File: src/scim_pkg.sv
package scim_pkg;
	localparam int ADDR_W = 18;
	// register word indices; byte address is four times the index
	localparam logic [15:0] IDX_DATA = 16'h449E;
	localparam logic [15:0] IDX_MODE = 16'h44AA;
	localparam logic [15:0] IDX_CMD = 16'h4480;
	localparam logic [15:0] IDX_ACK = 16'h4481;
	localparam logic [15:0] IDX_STAT = 16'h4482;
	localparam logic [15:0] IDX_RLIN = 16'h4483;
	localparam logic [15:0] IDX_REXP = 16'h4484;
	localparam logic [15:0] IDX_IMASK = 16'h4485;
	localparam logic [15:0] IDX_IFLAG = 16'h4486;
	localparam logic [1:0] MODE_I2C = 2'h3;
	// segment_command_reg bits
	localparam int CMD_START = 0;
	localparam int CMD_SEND = 1;
	localparam int CMD_RECV = 2;
	localparam int CMD_STOP = 3;
	localparam int CMD_W = 4;
	// bus_status_reg bits
	localparam int ST_CMDFIN = 0;
	localparam int ST_TXFIN = 1;
	localparam int ST_RXFIN = 2;
	localparam int ST_RXNAK = 3;
	localparam int ST_W = 4;
	// event flag and mask bits
	localparam int EV_CMD = 0;
	localparam int EV_TX = 1;
	localparam int EV_TXNAK = 2;
	localparam int EV_RX = 3;
	localparam int EV_RXOVF = 4;
	localparam int EV_TXUND = 5;
	localparam int EV_W = 6;
	// clock rates in MHz for the 24 MHz reference tick
	localparam logic [7:0] CLK_MHZ = 8'd125;
	localparam logic [7:0] REF_MHZ = 8'd24;
	localparam int CNT_W = 20;
	// last half-period step of each segment, and the first step of the byte's ack slot
	localparam logic [4:0] START_LAST = 5'h03;
	localparam logic [4:0] STOP_LAST = 5'h02;
	localparam logic [4:0] BYTE_LAST = 5'h11;
	localparam logic [4:0] BYTE_ACK = 5'h10;
	localparam logic [1:0] RESP_OKAY = 2'h0;
	localparam logic [1:0] RESP_SLVERR = 2'h2;
	typedef enum logic [1:0] {SEG_IDLE, SEG_START, SEG_STOP, SEG_BYTE} scim_seg_e;
endpackage : scim_pkg

File: src/scim_top.sv
// Functional notes
// - engine runs only while mode field is three
// - master only, never answers as slave
// - no arbitration, sole master on bus
// - lines only pulled low, pull-ups external
// - half bit equals (lin+1)*2^exp reference ticks
// - one command bit at a time only
// - receive ack slot follows ack select bit
// - one-byte transmit and receive buffers, software
// - start/stop clear bit, set command finished
// - transmit shifts byte, clears bit, flags done
// - receive clocks byte, clears bit, flags done
// - status shows slave nack or ack
// - six sticky events feed interrupt line
// - event needs its mask bit enabled
// - data write pushes, data read pops
//
// Implementation choice: the AXI4-Lite interface to the registers.
module scim_top (
	// clock and reset
	input wire logic aclk,
	input wire logic aresetn,
	// axi4-lite write channels
	input wire logic [scim_pkg::ADDR_W-1:0] awaddr,
	input wire logic awvalid,
	output logic awready,
	input wire logic [31:0] wdata,
	input wire logic [3:0] wstrb,
	input wire logic wvalid,
	output logic wready,
	output logic [1:0] bresp,
	output logic bvalid,
	input wire logic bready,
	// axi4-lite read channels
	input wire logic [scim_pkg::ADDR_W-1:0] araddr,
	input wire logic arvalid,
	output logic arready,
	output logic [31:0] rdata,
	output logic [1:0] rresp,
	output logic rvalid,
	input wire logic rready,
	// pin setup strap, high when four-wire pins are selected
	input wire logic four_wire_sel,
	// open-collector bus lines
	input wire logic master_clock_line_i,
	output logic master_clock_line_o,
	output logic master_clock_line_oe,
	input wire logic master_data_line_i,
	output logic master_data_line_o,
	output logic master_data_line_oe,
	// masked event line
	output logic serial_irq
);
	import scim_pkg::*;

	logic aw_got_q, aw_got_d, w_got_q, w_got_d, bvalid_q, bvalid_d;
	logic awready_q, awready_d, wready_q, wready_d, arready_q, arready_d;
	logic rvalid_q, rvalid_d;
	logic [ADDR_W-1:0] awaddr_q, awaddr_d;
	logic [31:0] wdata_q, wdata_d, rdata_q, rdata_d;
	logic [3:0] wstrb_q, wstrb_d;
	logic [1:0] bresp_q, bresp_d, rresp_q, rresp_d;
	logic [15:0] widx, ridx, rd_val;
	logic wr_do, rd_pop;

	logic [1:0] mode_q, mode_d;
	logic ack_sel_q, ack_sel_d, tx_full_q, tx_full_d, rx_full_q, rx_full_d;
	logic [3:0] rlin_q, rlin_d, rexp_q, rexp_d;
	logic [CMD_W-1:0] cmd_q, cmd_d;
	logic [ST_W-1:0] stat_q, stat_d;
	logic [EV_W-1:0] imask_q, imask_d, iflag_q, iflag_d, ev, iclr;
	logic [7:0] tx_q, tx_d, rx_q, rx_d, shift_q, shift_d;
	scim_seg_e seg_q, seg_d;
	logic [4:0] step_q, step_d;
	logic [CNT_W-1:0] cnt_q, cnt_d, lim;
	logic [6:0] acc_q, acc_d;
	logic [7:0] acc_sum;
	logic ref_tick, half_end, done;
	logic scl_dr_q, scl_dr_d, sda_dr_q, sda_dr_d, irq_q, irq_d;
	logic scl_s1_q, scl_s2_q, sda_s1_q, sda_s2_q;

	function automatic logic mapped(input logic [15:0] idx);
		mapped = idx inside {IDX_DATA, IDX_MODE, IDX_CMD, IDX_ACK, IDX_STAT,
			IDX_RLIN, IDX_REXP, IDX_IMASK, IDX_IFLAG};
	endfunction : mapped

	// returns {scl pull, sda pull} for a step; scl_h keeps clock as it was
	function automatic logic [1:0] drv(input scim_seg_e s, input logic [4:0] st,
			input logic [7:0] sh, input logic snd, input logic ack, input logic scl_h);
		logic d;
		d = (st < BYTE_ACK) ? (snd & ~sh[7]) : (~snd & ack);
		case (s)
			SEG_START: begin
				case (st)
					5'h00: drv = {scl_h, 1'b0};
					5'h01: drv = 2'b00;
					5'h02: drv = 2'b01;
					default: drv = 2'b11;
				endcase
			end
			SEG_STOP: begin
				case (st)
					5'h00: drv = 2'b11;
					5'h01: drv = 2'b01;
					default: drv = 2'b00;
				endcase
			end
			SEG_BYTE: drv = {~st[0], d};
			default: drv = 2'b00;
		endcase
	endfunction : drv

	assign widx = awaddr_q[ADDR_W-1:2];
	assign ridx = araddr[ADDR_W-1:2];
	assign wr_do = aw_got_q & w_got_q & ~bvalid_q;
	assign rd_pop = arvalid & arready_q & (ridx == IDX_DATA);

	// register read mux
	always_comb begin
		rd_val = '0;
		case (ridx)
			IDX_DATA: rd_val[7:0] = rx_q;
			IDX_MODE: rd_val[1:0] = mode_q;
			IDX_CMD: rd_val[CMD_W-1:0] = cmd_q;
			IDX_ACK: rd_val[0] = ack_sel_q;
			IDX_STAT: rd_val = {10'h000, rx_full_q, tx_full_q, stat_q};
			IDX_RLIN: rd_val[3:0] = rlin_q;
			IDX_REXP: rd_val[3:0] = rexp_q;
			IDX_IMASK: rd_val[EV_W-1:0] = imask_q;
			IDX_IFLAG: rd_val[EV_W-1:0] = iflag_q;
			default: rd_val = '0;
		endcase
	end

	// axi4-lite slave: address and data taken in either order
	always_comb begin
		aw_got_d = aw_got_q;
		awaddr_d = awaddr_q;
		w_got_d = w_got_q;
		wdata_d = wdata_q;
		wstrb_d = wstrb_q;
		bvalid_d = bvalid_q;
		bresp_d = bresp_q;
		rvalid_d = rvalid_q;
		rdata_d = rdata_q;
		rresp_d = rresp_q;
		if (awvalid && awready_q) begin
			aw_got_d = 1'b1;
			awaddr_d = awaddr;
		end
		if (wvalid && wready_q) begin
			w_got_d = 1'b1;
			wdata_d = wdata;
			wstrb_d = wstrb;
		end
		if (bvalid_q && bready)
			bvalid_d = 1'b0;
		if (wr_do) begin
			aw_got_d = 1'b0;
			w_got_d = 1'b0;
			bvalid_d = 1'b1;
			bresp_d = mapped(widx) ? RESP_OKAY : RESP_SLVERR;
		end
		if (rvalid_q && rready)
			rvalid_d = 1'b0;
		if (arvalid && arready_q) begin
			rvalid_d = 1'b1;
			rdata_d = {16'h0000, rd_val};
			rresp_d = mapped(ridx) ? RESP_OKAY : RESP_SLVERR;
		end
		awready_d = ~aw_got_d;
		wready_d = ~w_got_d;
		arready_d = ~rvalid_d;
	end

	always_ff @(posedge aclk) begin
		if (!aresetn) begin
			aw_got_q <= 1'b0;
			w_got_q <= 1'b0;
			awaddr_q <= '0;
			wdata_q <= '0;
			wstrb_q <= '0;
			bvalid_q <= 1'b0;
			bresp_q <= RESP_OKAY;
			rvalid_q <= 1'b0;
			rdata_q <= '0;
			rresp_q <= RESP_OKAY;
			awready_q <= 1'b0;
			wready_q <= 1'b0;
			arready_q <= 1'b0;
		end else begin
			aw_got_q <= aw_got_d;
			w_got_q <= w_got_d;
			awaddr_q <= awaddr_d;
			wdata_q <= wdata_d;
			wstrb_q <= wstrb_d;
			bvalid_q <= bvalid_d;
			bresp_q <= bresp_d;
			rvalid_q <= rvalid_d;
			rdata_q <= rdata_d;
			rresp_q <= rresp_d;
			awready_q <= awready_d;
			wready_q <= wready_d;
			arready_q <= arready_d;
		end
	end

	// reference tick: 24 of every 125 cycles, spread evenly
	assign acc_sum = {1'b0, acc_q} + REF_MHZ;
	assign ref_tick = acc_sum >= CLK_MHZ;
	assign lim = CNT_W'(({16'h0000, rlin_q} + 20'h00001) << rexp_q);

	// registers and segment engine
	always_comb begin
		mode_d = mode_q;
		ack_sel_d = ack_sel_q;
		rlin_d = rlin_q;
		rexp_d = rexp_q;
		imask_d = imask_q;
		cmd_d = cmd_q;
		stat_d = stat_q;
		tx_d = tx_q;
		tx_full_d = tx_full_q;
		rx_d = rx_q;
		rx_full_d = rx_full_q;
		seg_d = seg_q;
		step_d = step_q;
		shift_d = shift_q;
		cnt_d = cnt_q;
		scl_dr_d = scl_dr_q;
		sda_dr_d = sda_dr_q;
		ev = '0;
		iclr = '0;
		half_end = 1'b0;
		done = 1'b0;
		acc_d = ref_tick ? 7'(acc_sum - CLK_MHZ) : acc_sum[6:0];
		if (wr_do && wstrb_q[0]) begin
			case (widx)
				IDX_MODE: mode_d = wdata_q[1:0];
				IDX_DATA: begin
					tx_d = wdata_q[7:0];
					tx_full_d = 1'b1;
				end
				IDX_CMD: begin
					// refused unless idle, in bus mode, two-wire pins, one bit
					if (mode_q == MODE_I2C && !four_wire_sel && cmd_q == '0 &&
							$onehot(wdata_q[CMD_W-1:0]))
						cmd_d = wdata_q[CMD_W-1:0];
				end
				IDX_ACK: ack_sel_d = wdata_q[0];
				IDX_RLIN: rlin_d = wdata_q[3:0];
				IDX_REXP: rexp_d = wdata_q[3:0];
				IDX_IMASK: imask_d = wdata_q[EV_W-1:0];
				IDX_IFLAG: iclr = wdata_q[EV_W-1:0];
				default: ;
			endcase
		end
		if (rd_pop)
			rx_full_d = 1'b0;
		if (seg_q == SEG_IDLE && cmd_q != '0) begin
			step_d = '0;
			cnt_d = '0;
			stat_d = '0;
			if (cmd_q[CMD_START])
				seg_d = SEG_START;
			else if (cmd_q[CMD_STOP])
				seg_d = SEG_STOP;
			else
				seg_d = SEG_BYTE;
			if (cmd_q[CMD_SEND]) begin
				shift_d = tx_q;
				tx_full_d = 1'b0;
				ev[EV_TXUND] = ~tx_full_q;
			end
		end else if (seg_q != SEG_IDLE && ref_tick && !(!scl_dr_q && !scl_s2_q)) begin
			// clock held while a slave stretches the released line
			if (cnt_q == lim - 20'h00001) begin
				cnt_d = '0;
				half_end = 1'b1;
			end else begin
				cnt_d = cnt_q + 20'h00001;
			end
		end
		if (half_end) begin
			step_d = step_q + 5'h01;
			if (seg_q == SEG_BYTE && step_q[0] && step_q < BYTE_ACK)
				shift_d = {shift_q[6:0], sda_s2_q};
			done = (seg_q == SEG_START && step_q == START_LAST) ||
				(seg_q == SEG_STOP && step_q == STOP_LAST) ||
				(seg_q == SEG_BYTE && step_q == BYTE_LAST);
		end
		if (done) begin
			cmd_d = '0;
			seg_d = SEG_IDLE;
			if (seg_q == SEG_BYTE) begin
				scl_dr_d = 1'b1;
				stat_d[ST_RXNAK] = sda_s2_q;
				if (cmd_q[CMD_SEND]) begin
					stat_d[ST_TXFIN] = 1'b1;
					ev[EV_TX] = 1'b1;
					ev[EV_TXNAK] = sda_s2_q;
				end else begin
					stat_d[ST_RXFIN] = 1'b1;
					ev[EV_RX] = 1'b1;
					if (rx_full_d) begin
						ev[EV_RXOVF] = 1'b1;
					end else begin
						rx_d = shift_q;
						rx_full_d = 1'b1;
					end
				end
			end else begin
				stat_d[ST_CMDFIN] = 1'b1;
				ev[EV_CMD] = 1'b1;
			end
		end else if (seg_d != SEG_IDLE) begin
			{scl_dr_d, sda_dr_d} = drv(seg_d, step_d, shift_d, cmd_q[CMD_SEND],
				ack_sel_q, scl_dr_q);
		end
		if (mode_q != MODE_I2C) begin
			cmd_d = '0;
			seg_d = SEG_IDLE;
			scl_dr_d = 1'b0;
			sda_dr_d = 1'b0;
		end
		iflag_d = (iflag_q & ~iclr) | ev;
		irq_d = |(iflag_q & imask_q);
	end

	always_ff @(posedge aclk) begin
		if (!aresetn) begin
			mode_q <= '0;
			ack_sel_q <= 1'b0;
			rlin_q <= '0;
			rexp_q <= '0;
			imask_q <= '0;
			iflag_q <= '0;
			cmd_q <= '0;
			stat_q <= '0;
			tx_q <= '0;
			tx_full_q <= 1'b0;
			rx_q <= '0;
			rx_full_q <= 1'b0;
			seg_q <= SEG_IDLE;
			step_q <= '0;
			shift_q <= '0;
			cnt_q <= '0;
			acc_q <= '0;
			scl_dr_q <= 1'b0;
			sda_dr_q <= 1'b0;
			irq_q <= 1'b0;
			scl_s1_q <= 1'b1;
			scl_s2_q <= 1'b1;
			sda_s1_q <= 1'b1;
			sda_s2_q <= 1'b1;
		end else begin
			mode_q <= mode_d;
			ack_sel_q <= ack_sel_d;
			rlin_q <= rlin_d;
			rexp_q <= rexp_d;
			imask_q <= imask_d;
			iflag_q <= iflag_d;
			cmd_q <= cmd_d;
			stat_q <= stat_d;
			tx_q <= tx_d;
			tx_full_q <= tx_full_d;
			rx_q <= rx_d;
			rx_full_q <= rx_full_d;
			seg_q <= seg_d;
			step_q <= step_d;
			shift_q <= shift_d;
			cnt_q <= cnt_d;
			acc_q <= acc_d;
			scl_dr_q <= scl_dr_d;
			sda_dr_q <= sda_dr_d;
			irq_q <= irq_d;
			scl_s1_q <= master_clock_line_i;
			scl_s2_q <= scl_s1_q;
			sda_s1_q <= master_data_line_i;
			sda_s2_q <= sda_s1_q;
		end
	end

	assign awready = awready_q;
	assign wready = wready_q;
	assign bvalid = bvalid_q;
	assign bresp = bresp_q;
	assign arready = arready_q;
	assign rvalid = rvalid_q;
	assign rdata = rdata_q;
	assign rresp = rresp_q;
	// output data is always low; only the enables move
	assign master_clock_line_o = 1'b0;
	assign master_data_line_o = 1'b0;
	assign master_clock_line_oe = scl_dr_q;
	assign master_data_line_oe = sda_dr_q;
	assign serial_irq = irq_q;
endmodule : scim_top

File: config.mk
export PLATFORM = sky130hd
export DESIGN_NAME = scim_top
export DESIGN_NICKNAME = d
export VERILOG_FILES = /design/src/scim_pkg.sv /design/src/scim_top.sv
export SDC_FILE = /design/constraint.sdc
export NUM_CORES = 1
export LEC_CHECK = 0
export ABC_AREA = 0
export BUFFER_PORTS_ARGS = -buffer_cell sky130_fd_sc_hd__buf_2
export CORE_MARGIN = 8
export CORE_UTILIZATION = 45
export DETAILED_ROUTE_END_ITERATION = 16
export PLACE_DENSITY = 0.66
export SYNTH_ARGS = -nofsm -noshare
export SYNTH_HDL_FRONTEND = slang
export SYNTH_SLANG_ARGS = --single-unit
export TNS_END_PERCENT = 10
File: constraint.sdc
create_clock -name aclk -period 5.6 [get_ports aclk]
set_clock_uncertainty 0.15 [all_clocks]
set_input_delay 0.28 -clock aclk [delete_from_list [all_inputs] [get_ports aclk]]
set_output_delay 0.28 -clock aclk [all_outputs]
set_load 0.01 [all_outputs]
== Yosys cells after proc, flatten, opt, wreduce, memory -nomap -nowiden ==
Index checks and enable logic that the tools add are counted.
Word-level totals
  memory bits (read-only): 0
  latch bits: 0
  bits in writable memories: 0
  register bits: 144
  memories: 0
  input bits: 82
  output and inout bits: 46
Operators by class
  $add $sub $neg: 9
  reduce and logical (&&, ||, !) cells: 48
  $mul: 0
  magnitude comparators: 3
  shift operators: 1
  bitwise logic cells: 21
  muxes and demuxes: 61
  equal/unequal tests: 35
  divide/modulo/power cells: 0
Operators by type and width (number)
  $eq 16x15->1 const B: 18
  $mux 1: 32
  $mux 8: 4
  $add 20x1->20 const B: 1
  $eq 20x20->1: 1
  $mux 20: 1
  $shl 5x4->20: 1
  $sub 20x1->20 const B: 1
  $logic_and 1x1->1: 18
  $reduce_bool 9->1: 2
  $eq 5x2->1 const B: 3
  $mux 5: 3
  $mux 2: 7
  $pmux 2 s7: 1
  $reduce_and 2->1: 7
  $and 6x6->6: 2
  $mux 4: 3
  $mux 6: 2
  $pmux 2 s3: 2
  $not 1->1: 11
  $eq 2x2->1 const B: 5
  $lt 5x5->1 const B: 2
  $pmux 1 s9: 1
  $add 7x5->8 const B: 1
  other kinds (33): 49

== Depth between registers and ports, before layout ==
Gate-level depths: netlist of the first run.
  depth after elaboration: 14
  depth in mapped cells: 18

== Least setup slack after synthesis of the first run ==
OpenSTA, ideal clock, no wires.
  path type: register to register
  from: register rlin_q[1]
  to: register scl_dr_q (netlist: master_clock_line_oe)
  arrival time: 4324 ps
  cell stages (with the launch flop): 16
  required time: 5390 ps
  path slack: 1067 ps
  path buffers: 1
  cell sequence: dfxtp_1 -> ha_1 -> clkbuf_1 -> nor2b_1 -> o211ai_1 -> o311a_2 -> a41oi_4 -> or3_4 -> a21boi_1 -> a2111o_1 -> or3_4 -> nor4b_1 -> mux2_2 -> o2bb2ai_1 -> o211ai_2 -> o311a_1
On the way
  longest elaborated chain between the ends: 13
  elaborated cells on any way between the ends: 22
RTL lines
  from (decl): RTL line scim_top.sv:68  | logic [3:0] rlin_q, rlin_d, rexp_q, rexp_d;
  from (signal assigned): RTL line scim_top.sv:359  | rlin_q <= rlin_d;
  $add 4x1->5 (*): RTL line scim_top.sv:211  | assign lim = CNT_W'(({16'h0000, rlin_q} + 20'h00001) << rexp_q);
  $shl 5x4->20 (*): RTL line scim_top.sv:211
  $sub 20x1->20 (*): RTL line scim_top.sv:277  | if (cnt_q == lim - 20'h00001) begin
  $eq 20x20->1 (*): RTL line scim_top.sv:277
  $mux 1 (*): RTL line scim_top.sv:277
  $mux 1 (*): RTL line scim_top.sv:275  | end else if (seg_q != SEG_IDLE && ref_tick && !(!scl_dr_q && !scl_s2_q)) begin
  $mux 1 (*): RTL line scim_top.sv:260  | if (seg_q == SEG_IDLE && cmd_q != '0) begin
  $mux 5: RTL line scim_top.sv:284  | if (half_end) begin
  $eq 5x2->1 (tied with other cells): RTL line scim_top.sv:94  | case (st)
  $pmux 2 s3 / $pmux 2 s2 (equally long branches): RTL line scim_top.sv:94, scim_top.sv:102
  $pmux 2 s3: RTL line scim_top.sv:92  | case (s)
  $mux 1: RTL line scim_top.sv:316  | end else if (seg_d != SEG_IDLE) begin
  $mux 1: RTL line scim_top.sv:292  | if (done) begin
  to (signal assigned): RTL line scim_top.sv:374  | scl_dr_q <= scl_dr_d;
  to (decl): RTL line scim_top.sv:79  | logic scl_dr_q, scl_dr_d, sda_dr_q, sda_dr_d, irq_q, irq_d;
Every way passes the cells marked *; elsewhere a longest branch is shown, timed or not. The select of a mux whose other input is x is not followed.
A chain may end at the register's enable or synchronous reset.

== Final worst setup path of the first run ==
  from: register rlin_q[1]
  to: register iflag_q[4]
On the way
  longest elaborated chain between the ends: 10
RTL lines
  $add 4x1->5: RTL line scim_top.sv:211
  $shl 5x4->20: RTL line scim_top.sv:211
  $sub 20x1->20: RTL line scim_top.sv:277
  $eq 20x20->1: RTL line scim_top.sv:277
  $mux 1: RTL line scim_top.sv:277
  $mux 1: RTL line scim_top.sv:275
  $mux 1: RTL line scim_top.sv:260
  $mux 1: RTL line scim_top.sv:284
  $mux 5: RTL line scim_top.sv:292
  $or 6x6->6: RTL line scim_top.sv:326  | iflag_d = (iflag_q & ~iclr) | ev;
  to (signal assigned): RTL line scim_top.sv:362  | iflag_q <= iflag_d;
  to (decl): RTL line scim_top.sv:71  | logic [EV_W-1:0] imask_q, imask_d, iflag_q, iflag_d, ev, iclr;
Every way passes these cells.

==> results of run 1 <==
[area by class of cell]
class	instances	area share, %
tap	229	2.98
sequential	140	29.2
timing repair buffer	112	7.73
inverter	31	1.21
clock buffer	19	4.61
multi-input combinational	814	52.4
clock inverter	13	1.85
[flip-flops by register name, indices dropped and copies added, names as in the netlist, 2 cells and up]
signal,cells
acc_q,7
awaddr_q,16
cmd_q,4
cnt_q,20
iflag_q,6
imask_q,6
mode_q,2
rdata,8
rexp_q,4
rlin_q,4
rx_q,8
seg_q,2
shift_q,8
stat_q,4
step_q,5
tx_q,8
wdata_q,8
[worst max path at each step]
stage / from / end / slack [ns] / cells after the start
6_report: rlin_q[1]$_SDFFE_PN0P_ / iflag_q[4]$_SDFF_PN0_ / 0.36 / 16
3_3_place_gp: rlin_q[1]$_SDFFE_PN0P_ / rx_q[3]$_SDFFE_PN0P_ / 0.42 / 17
5_1_grt: rlin_q[1]$_SDFFE_PN0P_ / rx_q[2]$_SDFFE_PN0P_ / 0.09 / 17
2_1_floorplan: rlin_q[1]$_SDFFE_PN0P_ / master_clock_line_oe$_SDFFE_PP0P_ / 1.07 / 15
4_1_cts: rlin_q[1]$_SDFFE_PN0P_ / rx_q[5]$_SDFFE_PN0P_ / 0.28 / 17
3_5_place_dp: rlin_q[1]$_SDFFE_PN0P_ / rx_q[5]$_SDFFE_PN0P_ / 0.30 / 17
[layer usage]
layer | global-route usage (%) | part of all wire [%] | up-vias
met5 | 0 | 0 | -
met4 | 7.50 | 2.3 | 0
met3 | 3.74 | 5.0 | 36
met2 | 31.6 | 48 | 204
met1 | 25.3 | 45 | 3543
li1 | - | - | 3799
[cells in the final DEF, fill, tap and decap left out, types with 9 or more instances in the layout]
master | Yosys | final
a21oi_1 | 63 | 63
dlygate4sd3_1 | 0 | 29
nor3b_1 | 9 | 9
o21ai_0 | 31 | 31
inv_1 | 30 | 30
ha_1 | 12 | 12
nor4b_1 | 9 | 9
or3_1 | 17 | 17
nand3_1 | 34 | 34
nand2b_1 | 15 | 15
buf_2 | 7 | 68
conb_1 | 1 | 28
clkbuf_16 | 0 | 17
nand4_1 | 11 | 11
xnor2_1 | 37 | 37
a211oi_1 | 11 | 11
nor2b_1 | 14 | 14
o211ai_1 | 12 | 12
a221oi_1 | 9 | 9
nor2_1 | 131 | 131
nor3_1 | 24 | 24
nand2_1 | 122 | 122
dfxtp_1 | 140 | 140
buf_4 | 31 | 15
a31oi_1 | 18 | 18
xor2_1 | 19 | 19
and3_1 | 12 | 12
mux2i_1 | 50 | 50
[kinds of logic (layout without fill, tap and decap cells)]
kind of cell               count (synthesis)  in the layout  synth area share (%)
and+or+nand+nor                          452            452                  27.2
AOI/OAI and AO/OA                        209            209                  17.0
DFF                                      140            140                  33.8
buffers and inverters                    113            175                  6.90
xor gates and xnor gates                  58             58                  6.31
muxes                                     54             54                  6.71
adders and majority gates                 13             13                  2.05
other                                      1             28                0.0452
[timing repair]
action                                 CTS  global route
hold buffers                            29             0
setup endpoints to repair                0             9
endpoints found under the hold margin   29             0
resized for setup                        0             3
[synthesized netlist by cell type (4+ instances only)]
library cell  number
a221oi_1           9
nand4_1           11
and3_1            12
a21oi_1           63
or3_1             17
a211oi_1          11
o211ai_1          12
dfxtp_1          140
nor4b_1            9
o21ai_0           31
ha_1              12
or2_2              5
or4_1              5
nor3b_1            9
nor2_1           131
inv_1             30
nand4b_1           4
nand2b_1          15
o21ai_1            5
xor2_1            19
and2_1             5
buf_2              7
nand3_1           34
xnor2_1           37
nand3b_1           5
nor4_1             9
mux2i_1           50
nor3_1            24
a21boi_0           5
buf_4             31
a31oi_1           18
o31ai_1            4
nand2_1          122
buf_1              4
clkbuf_1          37
nor2b_1           14
a22oi_1            8
[metrics by stage]
stage	power, mW	std cells	worst slack, ns	util (%)
after floorplan	1.15	1067	1.07	-
after global placement	1.17	1297	0.423	48.1
after detailed placement	1.18	1297	0.304	48.1
after CTS	2.39	1358	0.275	53.2
after global routing	2.46	1358	0.0920	53.3
final	2.38	1358	0.363	53.3
[power by group]
group / internal [mW] / switching (mW) / leakage (nW)
registers: 1.02 / 0.0199 / 1.13
logic: 0.0576 / 0.0762 / 2.17
clock network: 0.724 / 0.482 / 0.298
==> impl_results.md, run 1 <==
- Hold EP: scl_s2_q$_SDFF_PN1_
- Setup CP Type: reg -> reg
- Clock root buffer: clkbuf_16
- Residual DRC: 0
- Rel. slew slack: 39.2%
- CTS tree: done
- Die X: about 150 microns
- Worst Path Arrival: between 5 and 6 ns
- Total Routed Length: ~22 mm
- Critical Path Max Stage Delay: 0.50 ns
- Reg area: around 2800 sq um
- Hold Path Depth: 2
- Finished Cell Area: 9610 sq um
- Async SR Flop Fraction: 0%
- Core area: 18000 sq um
- Setup bufs post-CTS: 0
- Clock sink count: 140
- Lkg Pwr: between 3 and 4 nW
- Yosys reg bits: 140
- Largest net degree at the start of global routing: between 70 and 80
- Crit path max-delay family: simple AND/OR/NAND/NOR gates
- DR vias/cell: around 5.6
- Max-cap violation count: 0
- Number of synthesis warnings: 0
- ANT nets after route: 0
- Iteration-0 DRC Markers: about 630
- Reg2Reg Depth: 16
- Layout cells sized above 1: 13.2%
- Pwr dens: 247 nW/um^2
- Post-synth EDFFs: 0
- Status: finished clean
- IO buf count: 68
- Synth area leaders: dfxtp_1 34%, mux2i_1 6.0%, nor2_1 5.9%
- Total vias in the final route: between 7000 and 8000
- Peak VDD IR: roughly 300 uV
- Area after DPL: roughly 8700 sq um
- Distinct cells, synth: 90
- Global-route wire length before repair: between 30 and 40 mm
- Die Ht: about 150 microns
- Die area: roughly 23000 sq um
- Detailed Place HPWL: 15.9 mm
- Gate Count Post-Synth: roughly 1000
- Hold WC Path Type: in -> reg
- Cell Area, Synth: between 8000 and 9000 sq um
- Max-slew violation count: 0
- Ports: approximately 130
- Tcrit/Tclk final: around 94%
- Clock buffer depth: 2
- Synthesized area per cell: ~8.0 sq um
- Vias in the first global route: roughly 7100
- Buf+Inv Stages, Crit Path: 0
- Gr usage total: approximately a fifth
- Area Growth Syn to Fin: 15.9%
- Remaining Overflow, GRT: 0
- Worst-skew pair later-pin latency: between 0.4 and 0.5 ns
- Min Tclk post-route: around 5.2 ns
- Cell taking the most area after synthesis: dfxtp_1
- Antenna violations before repair: 0
- Post-synth top area share: 33.8%
- Hold WS: around 0.14 ns
- CP startpoint kind: flop
- Area of the multi-input gates: 5040 sq um
- RSZ-0062 raised after global routing: no
- WP data required: 5.80 ns
- Worst r2r dst: iflag_q[4]$_SDFF_PN0_
- Setup TNS: 0 ns
- Setup slack, reg-to-reg: around 0.36 ns
- Worst-path cell chain: ha_1, nor2b_1, nor2_1, nor2_1, nand2_1, ha_1, o221ai_2, o41a_1, or3_1, o21ai_0, nand4b_1, or2_2, or4_4, nor3_2, nand4b_1, o21ai_1
- Worst hold start: aresetn
- Fin nets: roughly 1200
- Max frequency: 0.191 GHz
- Crit. End Element: flop
- Final hold violations: 0
- ANT cells: 0
- TritonCTS buffer count: 17
- Global placement routability congestion: just over 0.9
- Mean routed wirelength per cell: ~16 microns
- RR Startpoint: rlin_q[1]$_SDFFE_PN0P_
- H-tree Lvls: 4
- Post-synthesis sequential area ratio: ~34%
- Final setup viols: 0
- Worst-path clk slew: approximately 0.060 ns
- Cell row count: slightly below 50
- Drt first pass iters: 5
- Fillers: between 1500 and 2000
- Top FF cell, synth: dfxtp_1
- Initial Utilization: between 40 and 50%
- Largest fanout on the critical path: 9
- CP max-delay cell: dfxtp_1
- Slew @ Worst Pin: around 0.90 ns
(Power assumes the default switching activity.)
==> run 2, diff against run 1 <==
--- a/config.mk
+++ b/config.mk
@@ -6,11 +6,10 @@
 export NUM_CORES = 1
 export LEC_CHECK = 0
 export ABC_AREA = 0
-export BUFFER_PORTS_ARGS = -buffer_cell sky130_fd_sc_hd__buf_2
 export CORE_MARGIN = 8
-export CORE_UTILIZATION = 45
+export CORE_UTILIZATION = 50
 export DETAILED_ROUTE_END_ITERATION = 16
-export PLACE_DENSITY = 0.66
+export DONT_BUFFER_PORTS = 1
 export SYNTH_ARGS = -nofsm -noshare
 export SYNTH_HDL_FRONTEND = slang
 export SYNTH_SLANG_ARGS = --single-unit
==> impl_results.md, run 2 (synthesized netlist as in run 1, its figures left out) <==
- Antenna violations before repair: 0 (unchanged)
- Vias in the first global route: 6882 (-2.5%)
- Logic pwr share: 4.7% (-0.9 points)
- Slew @ Worst Pin: 0.965 ns (+0.0612 ns)
- Global placement routability congestion: 0.881 (-4.0%)
- Total vias in the final route: 7284 (-3.9%)
- Switching share of total power: 24.5% (+0.17 points)
- Drt first pass iters: 5 (unchanged)
- Worst Path Arrival: 5.30 ns (-0.14 ns)
- Clock root buffer: clkbuf_16
- CTS tree: done
- Peak VDD IR: 194 uV (-35%)
- Clock power share: 48.8% (-1.9 points)
- Internal power: 1.69 mW (-5.9%)
- Switch Pwr: 0.549 mW (-5.1%)
- Layout cells sized above 1: 7.97% (-5.2 points)
- Largest regs: cnt_q: 20 flops, awaddr_q: 16 flops
- CP startpoint kind: flop
- Rel. slew slack: 35.7% (-3.5 points)
- H-tree Lvls: 4 (unchanged)
- Setup TNS: 0 ns (unchanged)
- Fin nets: 1149 (-5.1%)
- Total Routed Length: 22.2 mm (-1.1%)
- Sequential share of power: 46.5% (+2.9 points)
- Max-slew violation count: 0 (unchanged)
- Final hold violations: 0 (unchanged)
- ANT cells: 0 (unchanged)
- TritonCTS buffer count: 17 (unchanged)
- Worst-path clk slew: 0.06 ns (about the same)
- Die area: 21000 sq um (-9.0%)
- Reg area: 2800 sq um (unchanged)
- Lkg Pwr: 3.32 nW (-7.9%)
- Max-cap violation count: 0 (unchanged)
- Die Ht: 145 microns (-4.6%)
- Setup CP Type: reg -> reg
- Ports: 128 (unchanged)
- Largest fanout on the critical path: 10 (+1)
- Tot Pwr: 2.24 mW (-5.7%)
- Clock buffer depth: 2 (unchanged)
- ANT nets after route: 0 (unchanged)
- Status: finished clean
- DR vias/cell: 5.66 (+1.4%)
- Most common cell after layout, fill and taps aside: dfxtp_1
- Core area: 16400 sq um (-9.0%)
- Cell row count: 47 (-4.1%)
- Max frequency: 0.193 GHz (+1.1%)
- Remaining Overflow, GRT: 0 (unchanged)
- Max reg flops: 20 (unchanged)
- Setup bufs post-CTS: 0 (unchanged)
- Area of the multi-input gates: 5030 sq um (-0.25%)
- Most frequent cells in the layout: 140 x dfxtp_1, 131 x nor2_1, 122 x nand2_1, 63 x a21oi_1, 50 x mux2i_1
- Die X: 145 microns (-4.6%)
- Final setup viols: 0 (unchanged)
- Residual DRC: 0 (unchanged)
- Hold WC Path Type: in -> reg
- Initial Utilization: 50.5% (+4.5 points)
- IO buf count: 0 (-100%)
- Global-route wire length before repair: 36.1 mm (-0.11%)
- WP data required: 5.72 ns (-0.08 ns)
- RSZ-0062 raised after global routing: no
- Pwr dens: 243 nW/um^2 (-2.0%)
- Area Growth Syn to Fin: 11.5%
- Largest reg by FF count: cnt_q
- Gr usage total: 21.7% (+2.1 points)
- Hold WS: 0.0752 ns (-0.0626 ns)
- Min Tclk post-route: 5.18 ns (-0.0588 ns)
- Mean routed wirelength per cell: 17.2 microns (+4.4%)
- Tcrit/Tclk final: 92.5% (-1.0 points)
- Worst-skew pair later-pin latency: 0.42 ns (about the same)
- Iteration-0 DRC Markers: 642 (+2.4%)
- Fillers: 1582 (-6.6%)
- Largest net degree at the start of global routing: 88 (+13%)
- Clock sink count: 140 (unchanged)
- Detailed Place HPWL: 15.8 mm (-0.70%)
- Crit. End Element: flop
run 2: changes by cell type in the layout (fill, tap and decap cells not counted), sizes merged:
| cell | before | now |
|---|---|---|
| buf | 83 | 20 |
| bufinv | 3 | 1 |
| clkbuf | 19 | 18 |
| clkinv | 2 | 4 |
| clkinvlp | 2 | 3 |
| dlygate4sd3 | 29 | 30 |
run 2: cell type report:
type,count,area share [%]
multi-input combinational,814,54.4
sequential,140,30.3
timing repair buffer,50,4.87
clock buffer,18,4.75
tap,220,2.98
clock inverter,14,1.45
inverter,31,1.26
run 2: final timing paths:
path | startpoint | to | slack, ns | depth (start not counted)
hold reg to reg | scl_s1_q$_SDFF_PN1_ | scl_s2_q$_SDFF_PN1_ | 0.26 | 1
hold / removal | araddr[2] | rresp[1]$_SDFFE_PN0P_ | 0.08 | 4
setup / recovery | rlin_q[1]$_SDFFE_PN0P_ | rx_q[5]$_SDFFE_PN0P_ | 0.42 | 14
setup reg to reg | rlin_q[1]$_SDFFE_PN0P_ | rx_q[5]$_SDFFE_PN0P_ | 0.42 | 14
run 2: routing by layer:
layer  up-vias  part of all wire (%)  global-route usage [%]
met3        19                   5.0                    5.12
met2       184                    49                    35.9
met5         -                     0                       0
met4         0                   1.5                    6.96
li1       3663                     -                       -
met1      3418                    45                    27.2
run 2: timing repair:
action,in CTS,in global routing
hold buffers,30,0
endpoints found under the setup margin,0,8
hold endpoints to repair,53,0
resized for setup,0,1
run 2: power by group through the flow:
stage / combinational, mW / sequential (mW) / clock, mW
after floorplan: 0.0914 / 1.05 / 0
after global placement: 0.0841 / 1.06 / 0
after detailed placement: 0.0852 / 1.06 / 0
after CTS: 0.105 / 1.04 / 1.12
after global routing: 0.120 / 1.05 / 1.17
final: 0.106 / 1.04 / 1.09
run 2: worst max-delay path, cell delays in order, from the launching register on:
cell      delay, ns
dfxtp_1        0.47
ha_1           0.44
xor2_1         0.30
a32oi_1        0.33
o311a_2        0.34
a41oi_4        0.20
or3_4          0.44
nor3_2         0.37
o211ai_1       0.21
or3_4          0.38
or4_4          0.59
nor2_1         0.23
nand4_4        0.26
mux2i_1        0.26
nor2_1         0.05
run 2: metrics by stage:
stage	util [%]	std cells	cell area, sq um	setup WS, ns
2_1_floorplan	-	1067	8390	1.07
3_3_place_gp	51.0	1225	8360	0.416
3_5_place_dp	51.0	1225	8360	0.358
4_1_cts	56.3	1287	9240	0.323
5_1_grt	56.3	1287	9250	0.0109
6_report	56.3	1287	9250	0.422
